[src/pps_pkg.sv]
// shared constants and carriers for the power sequencer
package pps_pkg;
  localparam int unsigned CLK_HZ = 200_000_000;
  // long press threshold, seconds
  localparam int unsigned LONG_PRESS_S = 4;
  localparam longint unsigned LONG_PRESS_CYC = longint'(LONG_PRESS_S) * CLK_HZ;
  // reset release delay after rail twelve good, milliseconds
  localparam int unsigned RST_DELAY_MS = 40;
  localparam longint unsigned RST_DELAY_CYC = longint'(RST_DELAY_MS) * (CLK_HZ / 1000);
  localparam int unsigned NUM_MAIN = 10;
  // main group order: 7,2,4,1,5,6,8,10,11,12
  localparam int unsigned IDX_RAIL_SEVEN = 0;
  localparam int unsigned IDX_RAIL_TWO = 1;
  localparam int unsigned IDX_RAIL_TWELVE = 9;
  localparam logic [NUM_MAIN-1:0] MAIN_ALL_ON = 10'h3ff;
  localparam logic [NUM_MAIN-1:0] MAIN_ALL_OFF = 10'h000;

  typedef struct packed {
    logic wake_trigger_pin;
    logic power_hold_input;
    logic rail_three_enable_input;
    logic push_button_pressed;
    logic rail_two_voltage_select;
    logic uvlo_ok;
    logic irq_event;
  } pps_ctl_t;

  typedef enum logic [1:0] {
    PPS_OFF,
    PPS_WAKE,
    PPS_HELD,
    PPS_LONG_OFF
  } pps_state_t;
endpackage

[src/pps_sequencer.sv]
// power sequencer top: rail enables, button, reset and interrupt pins
`timescale 1ns/1ps
// Overview of operation
// - keep-alive rail turns on once input is above under-voltage lockout
// - wake trigger high starts the main rail group
// - once power hold is high the group stays on regardless of wake
// - rail three enable is power hold AND rail three enable input, held off in long-press state
// - rail three drops when either of its two enables goes low
// - button held over four seconds shuts main group down
// - power hold low while wake low shuts main group down
// - short button press pulls processor reset low
// - long press powers down the main group and rail three; keep-alive stays on
// - release after long press restarts the normal startup sequence
// - reset held until rail twelve good, then released after 40 ms
// - interrupt output is open drain, only ever pulled low
// - rail two select low gives 1.0 V, high gives 1.1 V
// - press shorter than threshold is short, longer is long
module pps_sequencer
  import pps_pkg::*;
#(
  parameter longint unsigned LONG_CYC = LONG_PRESS_CYC,
  parameter longint unsigned RST_CYC = RST_DELAY_CYC
) (
  input wire logic mclk,
  input wire logic srst,
  input wire pps_ctl_t ctl,
  input wire logic [NUM_MAIN-1:0] main_power_good,
  output logic keep_alive_rail_en,
  output logic [NUM_MAIN-1:0] main_rail_en,
  output logic rail_three_en,
  output logic rail_two_vsel_high,
  output logic processor_reset_output_n,
  output logic interrupt_request_output_out,
  output logic interrupt_request_output_oe
);
  pps_state_t state;
  logic [63:0] press_cnt;
  logic [63:0] rst_cnt;
  logic long_seen;
  logic short_pulse;
  logic btn_q;
  logic rst_busy;
  logic group_good;

  // the sequence order lives in the rail power-good chain; enables go out together
  assign group_good = &main_power_good;

  always_ff @(posedge mclk) begin
    if (srst) begin
      keep_alive_rail_en <= 1'b0;
    end else begin
      keep_alive_rail_en <= ctl.uvlo_ok;
    end
  end

  always_ff @(posedge mclk) begin
    if (srst) begin
      press_cnt <= 64'h0;
      long_seen <= 1'b0;
      btn_q <= 1'b0;
      short_pulse <= 1'b0;
    end else begin
      btn_q <= ctl.push_button_pressed;
      short_pulse <= 1'b0;
      if (ctl.push_button_pressed) begin
        if (press_cnt < LONG_CYC) begin
          press_cnt <= press_cnt + 64'h1;
        end else begin
          long_seen <= 1'b1;
        end
      end else begin
        if (btn_q && !long_seen) begin
          short_pulse <= 1'b1;
        end
        press_cnt <= 64'h0;
        long_seen <= 1'b0;
      end
    end
  end

  always_ff @(posedge mclk) begin
    if (srst) begin
      state <= PPS_OFF;
    end else begin
      case (state)
        PPS_OFF: begin
          if (ctl.wake_trigger_pin && ctl.uvlo_ok) begin
            state <= PPS_WAKE;
          end
        end
        PPS_WAKE: begin
          if (long_seen) begin
            state <= PPS_LONG_OFF;
          end else if (ctl.power_hold_input && main_power_good[IDX_RAIL_SEVEN]) begin
            state <= PPS_HELD;
          end else if (!ctl.wake_trigger_pin) begin
            state <= PPS_OFF;
          end
        end
        PPS_HELD: begin
          if (long_seen) begin
            state <= PPS_LONG_OFF;
          end else if (!ctl.power_hold_input && !ctl.wake_trigger_pin) begin
            state <= PPS_OFF;
          end
        end
        PPS_LONG_OFF: begin
          if (!ctl.push_button_pressed) begin
            state <= PPS_WAKE;
          end
        end
        default: state <= PPS_OFF;
      endcase
    end
  end

  // all main rails off in long-press state
  always_ff @(posedge mclk) begin
    if (srst) begin
      main_rail_en <= MAIN_ALL_OFF;
    end else if (state == PPS_WAKE || state == PPS_HELD) begin
      main_rail_en <= MAIN_ALL_ON;
    end else begin
      main_rail_en <= MAIN_ALL_OFF;
    end
  end

  // rail three gate; either low drops it
  always_ff @(posedge mclk) begin
    if (srst) begin
      rail_three_en <= 1'b0;
    end else begin
      rail_three_en <= ctl.power_hold_input && ctl.rail_three_enable_input &&
                       state != PPS_LONG_OFF;
    end
  end

  always_ff @(posedge mclk) begin
    if (srst) begin
      rail_two_vsel_high <= 1'b0;
    end else begin
      rail_two_vsel_high <= ctl.rail_two_voltage_select;
    end
  end

  // delayed reset release; counted in clocks
  always_ff @(posedge mclk) begin
    if (srst) begin
      rst_cnt <= 64'h0;
      rst_busy <= 1'b1;
      processor_reset_output_n <= 1'b0;
    end else if (!main_power_good[IDX_RAIL_TWELVE] || short_pulse) begin
      rst_cnt <= 64'h0;
      rst_busy <= 1'b1;
      processor_reset_output_n <= 1'b0;
    end else if (rst_busy) begin
      processor_reset_output_n <= 1'b0;
      if (rst_cnt >= RST_CYC - 64'h1) begin
        rst_busy <= 1'b0;
      end else begin
        rst_cnt <= rst_cnt + 64'h1;
      end
    end else begin
      processor_reset_output_n <= 1'b1;
    end
  end

  // open drain: data always low, only enable moves
  always_ff @(posedge mclk) begin
    if (srst) begin
      interrupt_request_output_out <= 1'b0;
      interrupt_request_output_oe <= 1'b0;
    end else begin
      interrupt_request_output_out <= 1'b0;
      interrupt_request_output_oe <= ctl.irq_event;
    end
  end

  // check-only state: cycles rail twelve has stood good, saturating
  logic [63:0] good12_cnt;

  // delay reference for the reset checks
  always_ff @(posedge mclk) begin
    if (srst) begin
      good12_cnt <= 64'h0;
    end else if (!main_power_good[IDX_RAIL_TWELVE]) begin
      good12_cnt <= 64'h0;
    end else if (good12_cnt < RST_CYC) begin
      good12_cnt <= good12_cnt + 64'h1;
    end
  end
endmodule // pps_sequencer

[config.mk]
export PLATFORM = sky130hd
export DESIGN_NAME = pps_sequencer
export DESIGN_NICKNAME = d
export VERILOG_FILES = /design/src/pps_pkg.sv /design/src/pps_sequencer.sv
export SDC_FILE = /design/constraint.sdc
export NUM_CORES = 1
export LEC_CHECK = 0
export BUFFER_PORTS_ARGS = -buffer_cell sky130_fd_sc_hd__buf_2
export CAP_MARGIN = 20
export CORE_MARGIN = 2
export CORE_UTILIZATION = 25
export DETAILED_ROUTE_END_ITERATION = 16
export PLACE_DENSITY = 0.39
export SLEW_MARGIN = 0
export SYNTH_ARGS = -nofsm -noshare
export SYNTH_HDL_FRONTEND = slang
export SYNTH_SLANG_ARGS = --single-unit
export TNS_END_PERCENT = 50
[constraint.sdc]
create_clock -name mclk -period 4.7 [get_ports mclk]
set_clock_uncertainty 0.2 [all_clocks]
set_input_delay 0.94 -clock mclk [delete_from_list [all_inputs] [get_ports mclk]]
set_output_delay 0.94 -clock mclk [all_outputs]
set_load 0.03 [all_outputs]
Word-level counts from Yosys, hierarchy flattened

Cells that the tools add are included.
Widths: inputs -> output; s select.

Add/subtract/negate cells: 2
Order comparisons: 2
Eq/ne operators: 8
Mux-type cells: 13
Bitwise logic cells: 2
Reduce and logical (&&, ||, !) cells: 18

Operators with widths:

| operator              | number |
|---|---|
| $add 64x1->64 const B | 2 |
| $ge 64x23->1 const B  | 1 |
| $lt 64x30->1 const B  | 1 |
| $mux 2                | 7 |
| $mux 10               | 1 |
| $pmux 2 s4            | 1 |
| $logic_and 1x1->1     | 6 |
| $ne 2x2->1 const B    | 3 |
| $reduce_or 2->1       | 3 |
| $eq 2x2->1 const B    | 2 |
| $logic_not 1->1       | 4 |
| $mux 1                | 4 |
| $ne 4x4->1 const B    | 1 |
| $reduce_and 4->1      | 1 |
| $ne 3x3->1 const B    | 1 |
| $eq 2x1->1 const B    | 1 |
| $logic_not 2->1       | 1 |
| $logic_or 1x1->1      | 2 |
| $not 1->1             | 2 |
| $reduce_and 2->1      | 1 |

Register bits after elaboration: 149
Input bits: 19
Output and inout bits: 16
Word-level logic and storage cells: 58

Depth between registers and ports, before layout

Depth in word-level cells: 5
Gate-level depth with buffers: 9
Mapped depth without buffers: 7

Worst setup path after synthesis

OpenSTA, ideal clock, no wires.

Path type: input to register
Start point: input port srst
End point: register rst_cnt[16]
Library setup time: 0.059 ns
Arrival: 2.204 ns
Data required time: 4.441 ns
Slack: 2.237 ns
Stages on the path: 6
Path buffers: 2
Path through: clkbuf_1 -> nor2_1 -> nand2_1 -> clkbuf_8 -> or4_1 -> nand2_1

Longest elaborated chain between the ends: 1

RTL lines:

| item                      | line                 | RTL |
|---|---|---|
| from (decl)               | pps_sequencer.sv:25  | `input wire logic srst,` |
| $reduce_or 2->1 (no line) | n/a                  |  |
| to (signal assigned)      | pps_sequencer.sv:161 | `rst_cnt <= rst_cnt + 64'h1;` |
| to (decl)                 | pps_sequencer.sv:38  | `logic [63:0] rst_cnt;` |

Every way passes these cells.
A chain may end at the register's enable or synchronous reset.

Worst setup path in the final report

Start point: input port srst
End point: register rst_cnt[3]

The elaborated chain is that of the path after synthesis.

==> flow_summary_export.csv <==
group,metric,value,unit
clocking,clk_pin_slew,0.06,ns
logic_synthesis,synth_nets,590,
setup_path,crit_arrival,2.84,ns
logic_synthesis,ys_types,48,
global_route,grtUsageTotal,10.3,%
cells_and_area,fillers,2212,
setup_path,slowest_delay,0.66,ns
floorplanning,coreArea,0.0211,mm2
global_route,grt_overflow,0,
setup_path,worst-path-max-fanout,43,
logic_synthesis,yosysSeqAreaShare,52.1,%
drt,vias,3895,
cells_and_area,area_delta_synth_final,17.0,%
cells_and_area,nets,603,
cells_and_area,diodes,0,
pwr,power.leakage,2.49,nW
setup_path,critical_path_class,"primary input to register",
min_path,hp-start,"rst_busy",
timing,rsz0062_at_grt,"false",
timing,max_freq,0.373,GHz
timing,maxSlewViolCount,0,
cells_and_area,drive_above_1_share,12.9,%
placement,dp_hpwl,6930,um
timing,hold_ws,0.222,ns
setup_path,crit_path_frequent_cell,"nand2_1",
clocking,cts_buffers,17,
setup_path,r2r_setup_slack,2.09,ns
setup_path,r2r-start,"rst_cnt[44]",
logic_synthesis,synth_edf_count,0,
min_path,hold_class,"register to register",
setup_path,setup.worst_path.start,"srst",
drt,viasPerCell,4.50,
placement,place.gp.congestion,0.700,
global_route,grt_max_degree,44,
placement,dp_cells,834,
logic_synthesis,synth_area,0.00538,mm2
global_route,grt_pass1_wl,18500,um
floorplanning,die_y,151,um
setup_path,worst_path_max_delay_cell,"or4_1",
timing,fin_crit_sh,57.1,%
placement,io_buffers,25,
pwr,clock_power_share,51.3,%
setup_path,crit_required,4.86,ns
drt,drt_iter0_drc,208,
clocking,cts_tree,"yes",
clocking,cts_sinks,140,
setup_path,setup.worst_path.end_class,"register",
cells_and_area,post-route-util,29.8,%
floorplanning,io-pin-count,35,
logic_synthesis,synth_cells,565,
status,outcome,"complete, no violations",
drt,drc,0,
drt,postRouteAntennaNets,0,
pwr,netSwitchingFraction,22.3,%
pwr,power_density,419,mW/mm2
pwr,p_total,2.64,mW
drt,wl_per_cell,12.3,um
drt,totalWireLength,10700,um
pwr,seqPwrFrac,45.4,%
logic_synthesis,ys_ff_latch,140,
clocking,hold_buffers,0,
run,cap_violations,0,
pwr,p_comb_share,3.2,%
setup_path,critPathLaunchType,"primary input",
timing,slew_headroom,50.7,%
drt,firstDrtPassIters,4,
clocking,cts_setup_buffers,0,
pwr,p_int,2.05,mW
global_route,grt_pass1_vias,3834,
floorplanning,die_width,151,um
cells_and_area,layout.cells.non_filler,866,
pwr,peakVddDrop,0.205,mV
logic_synthesis,synthFlopType,"dfxtp_1",
floorplanning,initial_utilization,25.5,%
logic_synthesis,syn-mean-instance-area,9.52,um2
timing,fin_crit,2.68,ns
timing,tightest_slew,0.738,ns
pwr,switchingPower,0.589,mW
timing,timing.setup.tns,0,ns
timing,hold_violations,0,
global_route,antenna_found_initial,0,
clocking,htreeDepth,4,
timing,finalSetupViolCount,0,
floorplanning,die_area,0.0227,mm2
clocking,cts_resized,0,
clocking,cts-root-buf,"clkbuf_16",
logic_synthesis,yosysWarningCount,0,
logic_synthesis,synthArstFlopShare,0,%
clocking,clk_latency,0.42,ns
floorplanning,rows,53,
clocking,cts_buffer_depth,2,
setup_path,crit_chain,"buf_2, nor2_2, buf_4, nand2_1, or4_1, nand2_1",
cell usage after synthesis, types with 3 or more instances:
master / count / share of area, %
or4_1: 11 / 1.5
xnor2_1: 4 / 0.65
xor2_1: 21 / 3.4
a21oi_1: 16 / 1.5
nor3_1: 6 / 0.56
o21ai_0: 6 / 0.56
nor2b_1: 4 / 0.47
nor4_1: 19 / 2.2
ha_1: 6 / 1.4
and2_1: 41 / 4.8
and2_2: 4 / 0.56
buf_4: 10 / 1.4
inv_1: 9 / 0.63
clkbuf_1: 21 / 1.5
o31ai_1: 11 / 1.5
mux2i_1: 5 / 0.93
or3_1: 6 / 0.70
and3_1: 51 / 5.9
and4_1: 3 / 0.49
nand2b_1: 8 / 0.93
dfxtp_1: 140 / 52
nand3_1: 24 / 2.2
nor2_1: 47 / 3.3
nand4_1: 24 / 2.8
o211ai_1: 8 / 1.1
nand2_1: 30 / 2.1
cell families (layout without fill, tap and decap cells):
group                      Yosys count  in the layout  share of synthesized area, %
DFF                                140            140                          52.1
other                                1              1                        0.0697
muxes                                5              5                         0.931
AOI/OAI and AO/OA                   51             51                          6.19
buffers and inverters               45             71                          4.35
adders and majority gates            6              6                          1.40
and+or+nand+nor                    292            292                          30.9
xor gates and xnor gates            25             25                          4.07
registers in the layout, summed over array words and instances, names as in the netlist:
name and count:
rail_two_vsel_high 1, rst_cnt 64, short_pulse 1, rail_three_en 1
interrupt_request_output_oe 1, rst_busy 1, btn_q 1, main_rail_en 1
state 2, keep_alive_rail_en 1, processor_reset_output_n 1, press_cnt 64
long_seen 1
critical path: cells and delay by family:
family                 cells  cell delay, ns
AND/OR/NAND/NOR            4            1.39
buffers and inverters      2            0.49
path summary, 6_finish.rpt:
path / end / cells past startpoint
max: rst_cnt[3] / 6
min: processor_reset_output_n / 1
max reg2reg: rst_cnt[21] / 6
min reg2reg: processor_reset_output_n / 1
routing by layer:
layer	track usage [%]	share of wire, %	vias up
li1	-	-	2019
met1	13.1	50	1816
met2	16.0	45	46
met3	3.36	3.1	14
met4	4.49	1.5	0
met5	0	0	-
power groups by stage:
stage | sequential, mW | combinational, mW | clock, mW
finish | 1.20 | 0.0846 | 1.35
global route | 1.20 | 0.0929 | 1.45
CTS | 1.20 | 0.0861 | 1.40
detailed placement | 1.22 | 0.0858 | 0
global placement | 1.22 | 0.0842 | 0
floorplan | 1.23 | 0.0667 | 0
per-stage QoR:
stage               cell area [um2]  setup slack [ns]
floorplan                      5380              2.24
global placement               5690              1.57
finish                         6290              2.02
detailed placement             5690              1.54
CTS                            6290              1.98
global route                   6290              1.80
cell type report:
type                    count  area (um2)  area share (%)
repair buffers             30         163            2.59
clock inverters            15         173            2.74
multi-input cells         380        2350            37.4
inverters                   9        33.8           0.537
flip-flops and latches    140        2800            44.6
well taps                 275         344            5.47
clock buffers              17         425            6.76
placed cells by master, fill, tap and decap left out, types with 3 or more instances in the layout:
master	Yosys	final
a21oi_1	16	16
and2_1	41	41
and2_2	4	4
and3_1	51	51
and4_1	3	3
buf_2	2	25
buf_4	10	5
bufinv_16	0	3
clkbuf_16	0	17
clkinv_2	0	5
clkinv_4	0	3
clkinvlp_4	0	3
dfxtp_1	140	140
ha_1	6	6
inv_1	9	9
mux2i_1	5	5
nand2_1	30	30
nand2b_1	8	8
nand3_1	24	24
nand4_1	24	24
nor2_1	47	46
nor2b_1	4	4
nor3_1	6	6
nor4_1	19	19
o211ai_1	8	8
o21ai_0	6	6
o31ai_1	11	11
or3_1	6	6
or4_1	11	11
xnor2_1	4	4
xor2_1	21	21
Power figures use the tool's default switching activity.
